<file path="config.mk">
export PLATFORM = sky130hd
export DESIGN_NAME = clkos_top
export DESIGN_NICKNAME = d
export VERILOG_FILES = /design/src/clkos_pkg.sv /design/src/clkos_top.sv
export VERILOG_INCLUDE_DIRS = /design/src /design/src/src
export SDC_FILE = /design/constraint.sdc
export NUM_CORES = 1
export LEC_CHECK = 0
export ABC_AREA = 1
export BUFFER_PORTS_ARGS = -buffer_cell sky130_fd_sc_hd__buf_2
export CORE_ASPECT_RATIO = 0.7
export CORE_MARGIN = 5
export CORE_UTILIZATION = 61
export DETAILED_ROUTE_END_ITERATION = 8
export HOLD_SLACK_MARGIN = 0.06
export PLACE_DENSITY = 0.82
export SYNTH_ARGS = -nofsm -noshare
export SYNTH_HDL_FRONTEND = slang
export SYNTH_SLANG_ARGS = --single-unit
</file>
<file path="constraint.sdc">
create_clock -name pclk -period 1.7 [get_ports pclk]
set_input_delay 0.34 -clock pclk [delete_from_list [all_inputs] [get_ports pclk]]
set_output_delay 0.34 -clock pclk [all_outputs]
set_load 0.02 [all_outputs]
</file>
<file path="src/clkos_cfg.svh">
// Constants for the clock output select block: offsets, fields, resets
`ifndef CLKOS_CFG_SVH
`define CLKOS_CFG_SVH

// ==========================================
// Register byte offsets
`define CLKOS_GPIO_OFF 12'h000
`define CLKOS_MODE_OFF 12'h004
`define CLKOS_CONF_OFF 12'h008
`define CLKOS_STAT_OFF 12'h00C

// ==========================================
// Field positions
`define CLKOS_SEL_LSB 6
`define CLKOS_SEL_MSB 7
`define CLKOS_OFF_BIT 0
`define CLKOS_EMU_BIT 0
`define CLKOS_STAT_STRAP 0
`define CLKOS_STAT_ACT_LSB 1
`define CLKOS_STAT_ACT_MSB 2
`define CLKOS_STAT_BUSY 3

// ==========================================
// Reset values
`define CLKOS_SEL_RST 2'h0
`define CLKOS_DATA_RST 32'h0000_0000

// ==========================================
// Timing counts
`define CLKOS_SYNC_FILL 3'h4

`endif

</file>
<file path="src/clkos_pkg.sv">
// Types shared by the clock output select block
package clkos_pkg;

	// ==========================================
	// Source selection code
	typedef logic [1:0] clkos_sel_t;

	// ==========================================
	// Switch-over state machine, one-hot
	typedef enum logic [2:0] {
		CLKOS_RUN = 3'b001,
		CLKOS_DRAIN = 3'b010,
		CLKOS_HOLD = 3'b100
	} clkos_state_t;

endpackage

</file>
<file path="src/clkos_top.sv">
// Clock output select: machine clocks, strap, glitch-free output mux, APB
//
// What this block does
// - Output toggles twice per machine cycle
// - Machine cycle spans output falling edges
// - Disable bit written one stops pin drive
// - Select bits 7:6 route subsystem A-D clock
// - Selection resets to subsystem A
// - Strap sampled at reset; zero bypasses PLL
// - Strap one doubles the reference clock
// - Off-function pin low makes output high-Z
//
// Implementation choices: the address map and the APB interface to the registers.
`timescale 1ns/1ps
`include "clkos_cfg.svh"

module clkos_top #(
	parameter int MACH_DIV = 1 // Core ticks per machine clock half period
) (
	// APB clock and reset
	input wire logic pclk,
	input wire logic presetn,
	// APB slave
	input wire logic psel,
	input wire logic penable,
	input wire logic pwrite,
	input wire logic [11:0] paddr,
	input wire logic [31:0] pwdata,
	output logic [31:0] prdata,
	output logic pready,
	output logic pslverr,
	// Pins from the board
	input wire logic reference_clock_in,
	input wire logic clock_mode_strap,
	input wire logic emulation_off_pin,
	// Clock output pin and status
	output logic machine_clock_out,
	output logic machine_clock_out_oe,
	output logic machine_cycle_start
);
	import clkos_pkg::*;

	// ==========================================
	// Pin synchronisers: three flops, accept once stages two and three agree
	logic [2:0] ref_sync_reg; // Reference clock stages
	logic [2:0] strap_sync_reg; // Strap stages
	logic [2:0] emu_sync_reg; // Emulation/off stages
	logic ref_reg; // Filtered reference level
	logic ref_prev_reg; // Previous filtered level, for edges
	logic strap_level_reg; // Filtered strap level
	logic emu_level_reg; // Filtered emulation/off level

	// Shift the raw pins in; stage one is read only by stage two
	always_ff @(posedge pclk or negedge presetn) begin
		if (!presetn) begin
			ref_sync_reg <= 3'h0;
			strap_sync_reg <= 3'h0;
			emu_sync_reg <= 3'h7;
		end else begin
			ref_sync_reg <= {ref_sync_reg[1:0], reference_clock_in};
			strap_sync_reg <= {strap_sync_reg[1:0], clock_mode_strap};
			emu_sync_reg <= {emu_sync_reg[1:0], emulation_off_pin};
		end
	end

	// Filter: a level counts only when stages two and three agree
	always_ff @(posedge pclk or negedge presetn) begin
		if (!presetn) begin
			ref_reg <= 1'b0;
			ref_prev_reg <= 1'b0;
			strap_level_reg <= 1'b0;
			emu_level_reg <= 1'b1;
		end else begin
			ref_prev_reg <= ref_reg;
			if (ref_sync_reg[1] == ref_sync_reg[2]) begin
				ref_reg <= ref_sync_reg[2];
			end
			if (strap_sync_reg[1] == strap_sync_reg[2]) begin
				strap_level_reg <= strap_sync_reg[2];
			end
			if (emu_sync_reg[1] == emu_sync_reg[2]) begin
				emu_level_reg <= emu_sync_reg[2];
			end
		end
	end

	// ==========================================
	// Clock mode strap capture
	logic [2:0] fill_reg; // Cycles since release, until the filtered level is valid
	logic strap_done_reg; // Strap has been captured
	logic strap_reg; // Captured strap: 1 doubles, 0 bypasses

	// Capture once after release; a reset constant cannot hold a pin level
	always_ff @(posedge pclk or negedge presetn) begin
		if (!presetn) begin
			fill_reg <= 3'h0;
			strap_done_reg <= 1'b0;
			strap_reg <= 1'b0;
		end else if (!strap_done_reg) begin
			if (fill_reg == `CLKOS_SYNC_FILL) begin
				// Board keeps the strap steady across reset
				strap_reg <= strap_level_reg;
				strap_done_reg <= 1'b1;
			end else begin
				// One edge more than the three stages, so the filter has caught up
				fill_reg <= fill_reg + 3'h1;
			end
		end
	end

	// ==========================================
	// Core tick: bypass uses rising edges, doubling uses both edges
	logic ref_rise; // Reference rising edge
	logic ref_fall; // Reference falling edge
	logic core_tick; // One tick per core clock period

	assign ref_rise = ref_reg & ~ref_prev_reg;
	assign ref_fall = ~ref_reg & ref_prev_reg;
	// Doubling adds the falling edges; ticks wait for the strap
	assign core_tick = strap_done_reg & (ref_rise | (strap_reg & ref_fall));

	// ==========================================
	// Subsystem machine clocks, one divider each
	logic [3:0] sub_clk_reg; // A..D machine clocks
	logic [31:0] div_cnt_reg [4]; // Half-period counters

	// Each half period lasts MACH_DIV core ticks
	for (genvar i = 0; i < 4; i++) begin : g_sub
		always_ff @(posedge pclk or negedge presetn) begin
			if (!presetn) begin
				sub_clk_reg[i] <= 1'b0;
				div_cnt_reg[i] <= 32'h0000_0000;
			end else if (core_tick) begin
				if (div_cnt_reg[i] == 32'(MACH_DIV - 1)) begin
					div_cnt_reg[i] <= 32'h0000_0000;
					sub_clk_reg[i] <= ~sub_clk_reg[i];
				end else begin
					div_cnt_reg[i] <= div_cnt_reg[i] + 32'h0000_0001;
				end
			end
		end
	end

	// ==========================================
	// Register file
	logic [1:0] sel_reg; // Source selection, GPIO bits 7:6
	logic processor_mode_status_reg; // Clock output disable bit
	logic emu_off_en_reg; // Emulation pin works as off function
	logic wr_en; // Write completes this edge
	logic sel_written_reg; // Selection has been written since reset

	assign wr_en = psel & penable & pready & pwrite;

	// Software writes land at the completing edge
	always_ff @(posedge pclk or negedge presetn) begin
		if (!presetn) begin
			sel_reg <= `CLKOS_SEL_RST;
			processor_mode_status_reg <= 1'b0;
			emu_off_en_reg <= 1'b0;
			sel_written_reg <= 1'b0;
		end else if (wr_en) begin
			if (paddr == `CLKOS_GPIO_OFF) begin
				sel_reg <= pwdata[`CLKOS_SEL_MSB:`CLKOS_SEL_LSB];
				sel_written_reg <= 1'b1;
			end else if (paddr == `CLKOS_MODE_OFF) begin
				processor_mode_status_reg <= pwdata[`CLKOS_OFF_BIT];
			end else if (paddr == `CLKOS_CONF_OFF) begin
				emu_off_en_reg <= pwdata[`CLKOS_EMU_BIT];
			end
		end
	end

	// ==========================================
	// Glitch-free switch-over
	clkos_state_t state_reg; // Switch-over state
	logic [1:0] active_reg; // Source now on the pin

	// Leave the old source only when it is low, join the new one when it is low;
	// the pin is held low between, so no phase is ever shortened
	always_ff @(posedge pclk or negedge presetn) begin
		if (!presetn) begin
			state_reg <= CLKOS_RUN;
			active_reg <= `CLKOS_SEL_RST;
		end else begin
			case (state_reg)
				CLKOS_RUN: begin
					if (sel_reg != active_reg) begin
						state_reg <= CLKOS_DRAIN;
					end
				end
				CLKOS_DRAIN: begin
					// Wait out the high phase of the old source
					if (!sub_clk_reg[active_reg]) begin
						state_reg <= CLKOS_HOLD;
					end
				end
				CLKOS_HOLD: begin
					// Join the new source in its low phase
					if (!sub_clk_reg[sel_reg]) begin
						active_reg <= sel_reg;
						state_reg <= CLKOS_RUN;
					end
				end
				default: begin
					state_reg <= CLKOS_RUN;
				end
			endcase
		end
	end

	// ==========================================
	// Output pin drive
	logic out_next; // Next pin level

	// In DRAIN the old source still drives until it is low
	always_comb begin
		if (state_reg == CLKOS_HOLD) begin
			out_next = 1'b0;
		end else begin
			out_next = sub_clk_reg[active_reg];
		end
	end

	// Pin follows the machine clock; falling edge opens a machine cycle
	always_ff @(posedge pclk or negedge presetn) begin
		if (!presetn) begin
			machine_clock_out <= 1'b0;
			machine_clock_out_oe <= 1'b0;
			machine_cycle_start <= 1'b0;
		end else begin
			machine_clock_out <= out_next;
			machine_cycle_start <= machine_clock_out & ~out_next;
			machine_clock_out_oe <= ~processor_mode_status_reg
				& ~(emu_off_en_reg & ~emu_level_reg);
		end
	end

	// ==========================================
	// APB answer: one wait state, read data registered
	logic [31:0] rd_next; // Decoded read word
	logic hit; // Address is mapped

	// Unmapped addresses answer with an error and zero data
	always_comb begin
		rd_next = `CLKOS_DATA_RST;
		hit = 1'b1;
		if (paddr == `CLKOS_GPIO_OFF) begin
			rd_next[`CLKOS_SEL_MSB:`CLKOS_SEL_LSB] = sel_reg;
		end else if (paddr == `CLKOS_MODE_OFF) begin
			rd_next[`CLKOS_OFF_BIT] = processor_mode_status_reg;
		end else if (paddr == `CLKOS_CONF_OFF) begin
			rd_next[`CLKOS_EMU_BIT] = emu_off_en_reg;
		end else if (paddr == `CLKOS_STAT_OFF) begin
			rd_next[`CLKOS_STAT_STRAP] = strap_reg;
			rd_next[`CLKOS_STAT_ACT_MSB:`CLKOS_STAT_ACT_LSB] = active_reg;
			rd_next[`CLKOS_STAT_BUSY] = (state_reg != CLKOS_RUN);
		end else begin
			hit = 1'b0;
		end
	end

	// Ready rises in the second access cycle and drops right after
	always_ff @(posedge pclk or negedge presetn) begin
		if (!presetn) begin
			pready <= 1'b0;
			pslverr <= 1'b0;
			prdata <= `CLKOS_DATA_RST;
		end else begin
			pready <= psel & penable & ~pready;
			pslverr <= psel & penable & ~pready & ~hit;
			if (psel & penable & ~pready & ~pwrite) begin
				prdata <= rd_next;
			end
		end
	end

	// ==========================================
	// Checks
	clk_off_hiz_a: assert property (@(posedge pclk) disable iff (!presetn)
		processor_mode_status_reg |=> !machine_clock_out_oe)
		else $error("clock output driven while disabled");
	emu_off_hiz_a: assert property (@(posedge pclk) disable iff (!presetn)
		(emu_off_en_reg && !emu_level_reg) |=> !machine_clock_out_oe)
		else $error("clock output driven in off mode");
	pin_drive_on_a: assert property (@(posedge pclk) disable iff (!presetn)
		(!processor_mode_status_reg && !(emu_off_en_reg && !emu_level_reg))
		|=> machine_clock_out_oe)
		else $error("clock output not driven");
	sel_reset_a: assert property (@(posedge pclk) disable iff (!presetn)
		!sel_written_reg |-> (sel_reg == 2'h0 && active_reg == 2'h0))
		else $error("selection left subsystem A without a write");
	bypass_tick_a: assert property (@(posedge pclk) disable iff (!presetn)
		(strap_done_reg && !strap_reg) |-> (core_tick == ref_rise))
		else $error("falling edge ticks in bypass mode");
	double_tick_a: assert property (@(posedge pclk) disable iff (!presetn)
		(strap_done_reg && strap_reg && (ref_fall || ref_rise)) |-> core_tick)
		else $error("missing tick in doubling mode");
	route_follow_a: assert property (@(posedge pclk) disable iff (!presetn)
		(state_reg == CLKOS_RUN) |=> machine_clock_out == $past(sub_clk_reg[active_reg]))
		else $error("pin does not follow selected clock");
	cycle_start_a: assert property (@(posedge pclk) disable iff (!presetn)
		$fell(machine_clock_out) |-> machine_cycle_start)
		else $error("machine cycle not started on falling edge");
	switch_low_a: assert property (@(posedge pclk) disable iff (!presetn)
		(state_reg == CLKOS_HOLD) |=> !machine_clock_out)
		else $error("pin not held low during switch-over");
	toggle_rate_a: assert property (@(posedge pclk) disable iff (!presetn)
		(state_reg == CLKOS_RUN && $changed(sub_clk_reg[active_reg]))
		|=> $changed(machine_clock_out))
		else $error("pin missed a machine clock toggle");

endmodule

</file>
==> impl_results.md, run 1 <==
- Synth Register Bits: 170
- Starting density of the core: 0.620
- Top Family by Delay on Critical Path: simple AND/OR/NAND/NOR gates
- FF-to-FF setup slack: ~0.075 ns
- Ant diodes: 0
- Area Overhead vs Synth: 11.5%
- Skew-Pair Late Insertion Delay: 0.43 ns
- Max cap viols: 0
- Clk slew on worst S/H paths: 0.07 ns
- RSZ-0062 raised after global routing: yes
- Synthesis Warnings: 0
- Syn Area/Cell: around 6.8 sq um
- Hold Path Sink: sel_reg[0]
- Cell taking the most area after synthesis: dfrtp_1
- Fin crit share: 0.956
- Max Clk Rate: 615 MHz
- Max IR drop VDD: 0.000538 V
- Largest net degree at the start of global routing: 45
- Mapped cell area: 10700 sq um
- DIE HEIGHT: between 100 and 150 um
- FF-to-FF Start: ref_reg
- FF-to-FF End: div_cnt_reg[17]
- Yosys top cell area share: 0.388
- Number of synthesized flops with an enable pin: 0
- Fill cell count: 1447
- Startpoint types: flip-flop
- Outcome: completed
- Setup violators final: 0
- H-tree depth: 4
- Vias in the first global route: 8997
- Hold_sp: pwdata[6]
- Path length in cells of the critical path: 11
- Tot GR Track Use: 0.257
- Cell count after synthesis: about 1600
- Seq/Total Area, Yosys: 0.400
- Commonest cells in the netlist: nand2_1 (565), nor2_1 (282), nand3_1 (170)
- Die X: 168 um
- Skew final: 0.0115 ns
- Endpoints failing hold: 0
- Critical Path End Type: flip-flop
- Via/cell ratio: 5.24
- Core Util, Final: 0.692
- Initial antenna violation count: 0
- Area of the die: 20200 sq um
- Hold Crit Class: input port to flip-flop
- Area occupied by registers: 4260 sq um
- Worst r2r path cells: 11
- Area contributors post-synth: dfrtp_1 (39%), nand2_1 (20%), nor2_1 (9.9%), nand3_1 (8.0%), inv_1 (5.5%)
- Cells on Worst Hold Path: 3
- Placeable Area: 17200 sq um
- CP max stage cell: dfrtp_1
- DRT Pass-1 Iters: 8
- RePlAce Congestion: 0.967
- Fraction of layout cells with a size suffix above 1: 0.0958
- Worst-path fanout max: 23
- I/O pin count: 89
- Routed Antenna Nets: 0
- Crit path cell chain: inv_1 -> nand2_1 -> nand2_1 -> nand2_4 -> buf_12 -> nor2_4 -> nand2_2 -> nor2_1 -> nand2_1 -> nand2_1 -> inv_1
- Most common cell in the netlist: nand2_1
- Final min period: 1.63 ns
- Buf+Inv Stages, Crit Path: 3
- Post-synth ARST share: 1.00
- Setup TNS: 0 ns
- CTS tree: done
- Clock Path Buffers: 2
- Cell variety after synth: 36
- Multi-input logic area: 5570 sq um
- Rows: 40
- Largest register FFs: 128
- Vias: 9905
- Initial DRC Count: 1218
- Main synth FF type: dfrtp_1
- Crit Path Category: flip-flop to flip-flop
- Port bufs: 33
- Crit path top cell by count: nand2_1
- Pwr/cell area: 781 nW/um^2
- Residual DRC: 0
- Leakage: about 0.0057 uW
- Crit path arrival time: ~2 ns
- Final Slew Violations: 0
- Root Buffer: clkbuf_16
- First-pass GRT wire length: 43100 um
- Clk sink count: 170
- HPWL after detailed placement: 18800 um
- CTS Buf Count: 17
- Wire per inst: 13.6 um
- Required time at the worst-slack endpoint: 2.03 ns
- Detailed Route WL: 25700 um
- Final #Nets: roughly 1700
- Total grt overflow: 0
- Worst path max stage delay: 0.41 ns
-- per-layer routing --
layer | up-vias | GRT usage | share of wire
met1 | 4552 | 0.383 | 0.47
met3 | 33 | 0.0480 | 0.073
met5 | - | 0 | 0
met4 | 0 | 0.0634 | 0.012
met2 | 357 | 0.390 | 0.44
li1 | 4963 | - | -
-- power breakdown --
group,switching (uW),internal (uW)
Clock,1640,2250
Sequential,135,4200
Combinational,693,350
Total,2470,6800
-- stage by stage --
| step | std cells | hold WS, ns | worst slack [ns] | power (uW) | instance area (sq um) |
|---|---|---|---|---|---|
| final | 1890 | 0.121 | 0.0746 | 9270 | 11900 |
| after global routing | 1890 | 0.138 | -0.0634 | 9630 | 11900 |
| after CTS | 1888 | 0.119 | 0.0418 | 9310 | 11800 |
| after detailed placement | 1852 | 0.241 | 0.0575 | 5430 | 11200 |
| after global placement | 1852 | 0.239 | 0.126 | 5370 | 11200 |
| after floorplan | 1600 | 0.0444 | 0.241 | 5080 | 10700 |
-- worst max path at each step --
| stage | end | start | slack (ns) |
|---|---|---|---|
| CTS | div_cnt_reg[82] | div_cnt_reg[64] | 0.04 |
| global placement | div_cnt_reg[50] | div_cnt_reg[32] | 0.13 |
| global route | div_cnt_reg[30] | div_cnt_reg[0] | -0.06 |
| floorplan | div_cnt_reg[18] | div_cnt_reg[0] | 0.24 |
| finish | div_cnt_reg[17] | ref_reg | 0.07 |
| detailed placement | div_cnt_reg[50] | div_cnt_reg[32] | 0.06 |
-- repair_timing --
action / 4_1_cts / 5_1_grt
gates resized for setup: 0 / 12
setup endpoints to repair: 0 / 20
hold endpoints to repair: 29 / 0
hold buffers: 4 / 0
setup buffers: 0 / 2
-- cell families (layout without fill, tap and decap cells) --
family	Yosys count	count (layout)	synth area share
AO/OA/AOI/OAI	43	43	0.0227
XOR/XNOR	53	53	0.0436
adder cells (fa/ha/maj)	13	13	0.0146
buffers and inverters	205	264	0.0886
flip-flops	170	170	0.400
multiplexers	1	1	0.00106
other	1	26	0.000352
AND/OR/NAND/NOR	1089	1089	0.429
-- cell type report --
type	instances	share of cell area
inverter	160	0.0508
tap	231	0.0243
sequential	170	0.359
clock inverter	10	0.00991
clock buffer	22	0.0391
multi-input combinational	1225	0.469
timing repair buffer	72	0.0473
-- worst reg2reg max path, cell delays in order (launching register included) --
cell and delay (ns):
dfrtp_1 0.41, inv_1 0.06, nand2_1 0.05, nand2_1 0.12, nand2_4 0.12, buf_12 0.20, nor2_4 0.17, nand2_2 0.12
nor2_1 0.13, nand2_1 0.06, nand2_1 0.06, inv_1 0.03
-- layout by cell type, fill, tap and decap left out, types with 5 or more instances in the layout --
| cell | instances |
|---|---|
| a21oi_1 | 7 |
| nand4_1 | 11 |
| nor2_4 | 17 |
| buf_2 | 32 |
| o21ai_0 | 22 |
| nand3_1 | 170 |
| conb_1 | 26 |
| nor3_1 | 6 |
| nand3b_1 | 7 |
| nor2_1 | 279 |
| ha_1 | 10 |
| xnor2_1 | 15 |
| dfrtp_1 | 162 |
| nor2_2 | 15 |
| xor2_1 | 38 |
| o21bai_1 | 5 |
| inv_1 | 157 |
| nand2_2 | 12 |
| clkbuf_16 | 17 |
| buf_12 | 7 |
| dfstp_2 | 5 |
| buf_4 | 28 |
| nand2_1 | 564 |
Power figures use the tool's default switching activity.
==> inputs of run 2 (changes only) <==
==> constraint.sdc (replaced) <==
create_clock -name pclk -period 1.5 [get_ports pclk]
set_input_delay 0.3 -clock pclk [delete_from_list [all_inputs] [get_ports pclk]]
set_output_delay 0.3 -clock pclk [all_outputs]
set_load 0.02 [all_outputs]
==> impl_results.md, run 2 (same netlist as run 1, synthesis figures left out) <==
- Final min period: 1.63 ns
- Commonest cells after routing, fill and taps aside: nand2_1 (538), nor2_1 (210), nand3_1 (153)
- Pwr/cell area: roughly 840 nW/um^2
- I/O pin count: 89
- Leakage: 0.00642 uW
- Dpl ws: -0.0706 ns
- Required time at the worst-slack endpoint: between 1.5 and 2 ns
- Startpoint types: flip-flop
- FF-to-FF End: div_cnt_reg[36]
- FF-to-FF Start: ref_prev_reg
- Die X: between 150 and 200 um
- Vias in the first global route: a little under 10000
- Final worst slack: -0.134 ns
- DRT Pass-1 Iters: 8
- Max Clk Rate: 612 MHz
- HPWL after detailed placement: around 20000 um
- Fin crit share: 1.09
- Root Buffer: clkbuf_16
- Starting density of the core: 0.620
- Total grt overflow: 0
- Outcome: finished, violations left
- Hold Crit Class: input port to flip-flop
- Skew-Pair Late Insertion Delay: 0.44 ns
- Initial antenna violation count: 0
- Detailed Route WL: 31900 um
- Port bufs: 33
- Max cap viols: 0
- Initial DRC Count: 1511
- Failing checks: negative setup slack
- Max IR drop VDD: 0.000677 V
- Worst-path fanout max: 7
- CTS tree: done
- Fill cell count: 1086
- Crit path arrival time: 1.96 ns
- Fraction of layout cells with a size suffix above 1: 0.235
- Clock Path Buffers: 2
- Hold Path Sink: sel_reg[1]
- Vias: approximately 11000
- Routed Antenna Nets: 0
- Worst r2r path cells: 8
- Ant diodes: 0
- Largest register FFs: 128
- Crit Path Category: flip-flop to flip-flop
- RePlAce Congestion: 0.960
- H-tree depth: 4
- Clk slew on worst S/H paths: 0.07 ns
- Layout Cells excl Fill: 1986
- Commonest non-fill, non-tap cell in the layout: nand2_1
- Cells after DPL: 1904
- Final #Nets: ~1800
- Skew final: 0.00866 ns
- Cells on Worst Hold Path: 3
- Tot GR Track Use: 0.278
- Placeable Area: ~17000 sq um
- Residual DRC: 0
- DIE HEIGHT: ~120 um
- Fin Hold WS: 0.0798 ns
- Final Slew Violations: 0
- Clk sink count: 170
- Critical Path End Type: flip-flop
- Area Overhead vs Synth: 27.1%
- Largest net degree at the start of global routing: 39
- Total power: between 10000 and 15000 uW
- CTS Buf Count: 17
- Hold_sp: pwdata[7]
- Area of the die: 20200 sq um
- Rows: 40
- Via/cell ratio: 5.59
- Setup violators final: 30
- FF-to-FF setup slack: -0.13 ns
- RSZ-0062 raised after global routing: yes
- Endpoints failing hold: 0
- Wire per inst: 16.1 um
- First-pass GRT wire length: 46500 um
run 2: through the flow:
step | cell area (sq um) | setup TNS, ns | utilization
2_1_floorplan | 10700 | 0 | -
3_3_place_gp | 11600 | -0.0461 | 0.678
3_5_place_dp | 11600 | -0.317 | 0.678
4_1_cts | 12600 | -0.0173 | 0.732
5_1_grt | 13500 | -4.78 | 0.788
6_report | 13500 | -0.802 | 0.788
run 2: how the worst max path moves through the flow:
stage	start	endpoint	depth (start not counted)
after CTS	div_cnt_reg[64]	div_cnt_reg[82]	10
after floorplan	div_cnt_reg[0]	div_cnt_reg[18]	10
after detailed placement	div_cnt_reg[1]	div_cnt_reg[18]	10
final	ref_prev_reg	div_cnt_reg[36]	8
after global placement	div_cnt_reg[1]	div_cnt_reg[18]	10
after global routing	ref_reg	div_cnt_reg[36]	8
run 2: area by class of cell:
cell class	instances	area, sq um	area share
multi-input combinational	1225	6190	0.457
clock inverter	7	163	0.0120
tap	231	289	0.0214
sequential	170	4300	0.318
inverter	160	608	0.0449
clock buffer	25	485	0.0359
timing repair buffer	168	1500	0.111
run 2: critical path: stages (launching register included):
cell and delay (ns):
dfrtp_1 0.40, nor2_2 0.06, nor2_4 0.15, nand2_8 0.12, buf_12 0.17, buf_4 0.14
nor2_4 0.10, nand3_1 0.12, xnor2_1 0.26
run 2: power by group:
group | total, uW | leakage, uW | internal (uW) | switching [uW]
registers | 4910 | 0.00224 | 4760 | 151
logic | 1540 | 0.00387 | 606 | 934
clock network | 4960 | 0.000312 | 3090 | 1870
run 2: timing repair:
action	in CTS	in global routing
resized for setup	21	213
endpoints found under the setup margin	29	119
endpoints found under the hold margin	36	0
hold buffers	4	0
setup buffers	10	33
pin swaps	10	66
cloned	3	1
run 2: metal layers:
metal	vias up	track usage	wire length (um)
li1	5157	-	-
met1	5155	0.401	13200
met2	653	0.432	14700
met3	135	0.0454	2970
met4	0	0.0912	1110
met5	-	0	0
==> inputs of run 3 (changes only) <==
--- a/config.mk
+++ b/config.mk
@@ -8,7 +8,7 @@
 export LEC_CHECK = 0
 export ABC_AREA = 1
 export BUFFER_PORTS_ARGS = -buffer_cell sky130_fd_sc_hd__buf_2
-export CORE_ASPECT_RATIO = 0.7
+export CORE_ASPECT_RATIO = 0.9
 export CORE_MARGIN = 5
 export CORE_UTILIZATION = 61
 export DETAILED_ROUTE_END_ITERATION = 8
==> impl_results.md, run 3 (same netlist as run 1, synthesis figures left out) <==
- Residual DRC: 0
- Die X: 149 um
- Internal power: 7710 uW
- Rows: 45
- Tot GR Track Use: 0.267
- FF-to-FF setup slack: -0.08 ns
- Max cap viols: 0
- Part of the power in the clock network: 0.417
- Hold Crit Class: input port to flip-flop
- Outcome: finished, violations left
- Root Buffer: clkbuf_16
- Final #Nets: about 1800
- Initial DRC Count: 981
- Initial antenna violation count: 0
- Clk slew on worst S/H paths: roughly 0.070 ns
- Switching share of total power: 0.290
- Worst r2r path cells: 8
- Max IR drop VDD: 0.000803 V
- DIE HEIGHT: 135 um
- Hold Path Sink: pready
- Largest register FFs: 128
- Worst-path fanout max: 5
- Skew final: 0.0116 ns
- Fin crit share: 1.05
- Final worst slack: -0.0819 ns
- Vias in the first global route: 9656
- Placeable Area: 17000 sq um
- Wire per inst: 14.2 um
- Net switching power: 3140 uW
- Skew-Pair Late Insertion Delay: 0.44 ns
- Area Overhead vs Synth: 23.0%
- Required time at the worst-slack endpoint: 1.82 ns
- RePlAce Congestion: 0.953
- Total power: 10900 uW
- Endpoints failing hold: 0
- First-pass GRT wire length: 44300 um
- Setup violators final: 13
- Commonest cells after routing, fill and taps aside: nand2_1 (546), nor2_1 (223), nand3_1 (161)
- HPWL after detailed placement: 19300 um
- Clk sink count: 170
- Commonest non-fill, non-tap cell in the layout: nand2_1
- FF-to-FF End: div_cnt_reg[75]
- Routed Antenna Nets: 0
- Via/cell ratio: 5.34
- I/O pin count: 89
- Final min period: 1.58 ns
- Failing checks: negative setup slack
- Clock Path Buffers: 2
- Critical Path End Type: flip-flop
- Vias: 10600
- Leakage: 0.00628 uW
- DRT Pass-1 Iters: 6
- Seq pwr share: 0.452
- RSZ-0062 raised after global routing: yes
- Largest net degree at the start of global routing: 54
- Combinational power share: 0.131
- Area of the die: 20200 sq um
- CTS tree: done
- Crit path arrival time: 1.91 ns
- Dpl ws: -0.0623 ns
- Pwr/cell area: 829 nW/um^2
- Hold_sp: penable
- Final Slew Violations: 0
- Port bufs: 33
- Max Clk Rate: 632 MHz
- Starting density of the core: 0.626
- Crit Path Category: flip-flop to flip-flop
- Fraction of layout cells with a size suffix above 1: 0.205
- Startpoint types: flip-flop
- Total grt overflow: 0
- H-tree depth: 4
- Fill cell count: 1199
- CTS Buf Count: 17
- Ant diodes: 0
- FF-to-FF Start: div_cnt_reg[64]
- Detailed Route WL: between 20000 and 30000 um
- Cells on Worst Hold Path: 3
- Core Util, Final: 0.771
## run 3: worst max-delay path by stage
stage | start | to | depth (start not counted)
after floorplan | div_cnt_reg[0] | div_cnt_reg[18] | 10
after global placement | ref_reg | div_cnt_reg[81] | 11
after detailed placement | ref_reg | div_cnt_reg[81] | 11
after CTS | ref_prev_reg | div_cnt_reg[49] | 10
after global routing | div_cnt_reg[64] | div_cnt_reg[81] | 9
final | div_cnt_reg[64] | div_cnt_reg[75] | 8
## run 3: repair_timing
action | 4_1_cts | 5_1_grt
endpoints found under the hold margin | 71 | 0
setup buffers | 9 | 20
cloned | 1 | 0
pin swaps | 5 | 43
resized for setup | 14 | 157
hold buffers | 4 | 0
setup endpoints to repair | 17 | 120
## run 3: power groups by stage
| stage | logic (uW) | clock network (uW) | registers, uW |
|---|---|---|---|
| final | 1420 | 4530 | 4910 |
| after global routing | 1550 | 4770 | 4930 |
| after CTS | 1330 | 4550 | 4910 |
| after detailed placement | 1230 | 0 | 4990 |
| after global placement | 1180 | 0 | 4980 |
| after floorplan | 780 | 0 | 4980 |
## run 3: layout make-up
type	instances	area, sq um	area share
Clock inverter	14	156	0.0119
Multi-Input combinational cell	1225	6050	0.462
Tap cell	235	294	0.0224
Timing Repair Buffer	153	1280	0.0979
Clock buffer	18	439	0.0335
Sequential cell	170	4280	0.326
Inverter	160	604	0.0461
## run 3: layer usage
| layer | share of wire | track usage |
|---|---|---|
| met5 | 0 | 0 |
| met4 | 0.025 | 0.0819 |
| met3 | 0.072 | 0.0435 |
| met2 | 0.47 | 0.444 |
| met1 | 0.43 | 0.361 |
## run 3: through the flow
stage                     hold slack (ns)  setup TNS (ns)  instances  instance area [sq um]
after floorplan                   0.00441               0       1600                  10700
after global placement              0.182               0       1910                  11700
after detailed placement            0.182          -0.310       1910                  11700
after CTS                          0.0826          -0.127       1956                  12400
after global routing               0.0991           -5.07       1975                  13100
final                              0.0852          -0.407       1975                  13100
## run 3: worst max-delay path: stages, from the launching register on
cell and delay, ns:
dfrtp_1 0.45, buf_6 0.14, clkinvlp_4 0.11, nor2_4 0.13, nand2_4 0.09, nor2_4 0.19, buf_4 0.14, nand2_1 0.06
xor2_1 0.15
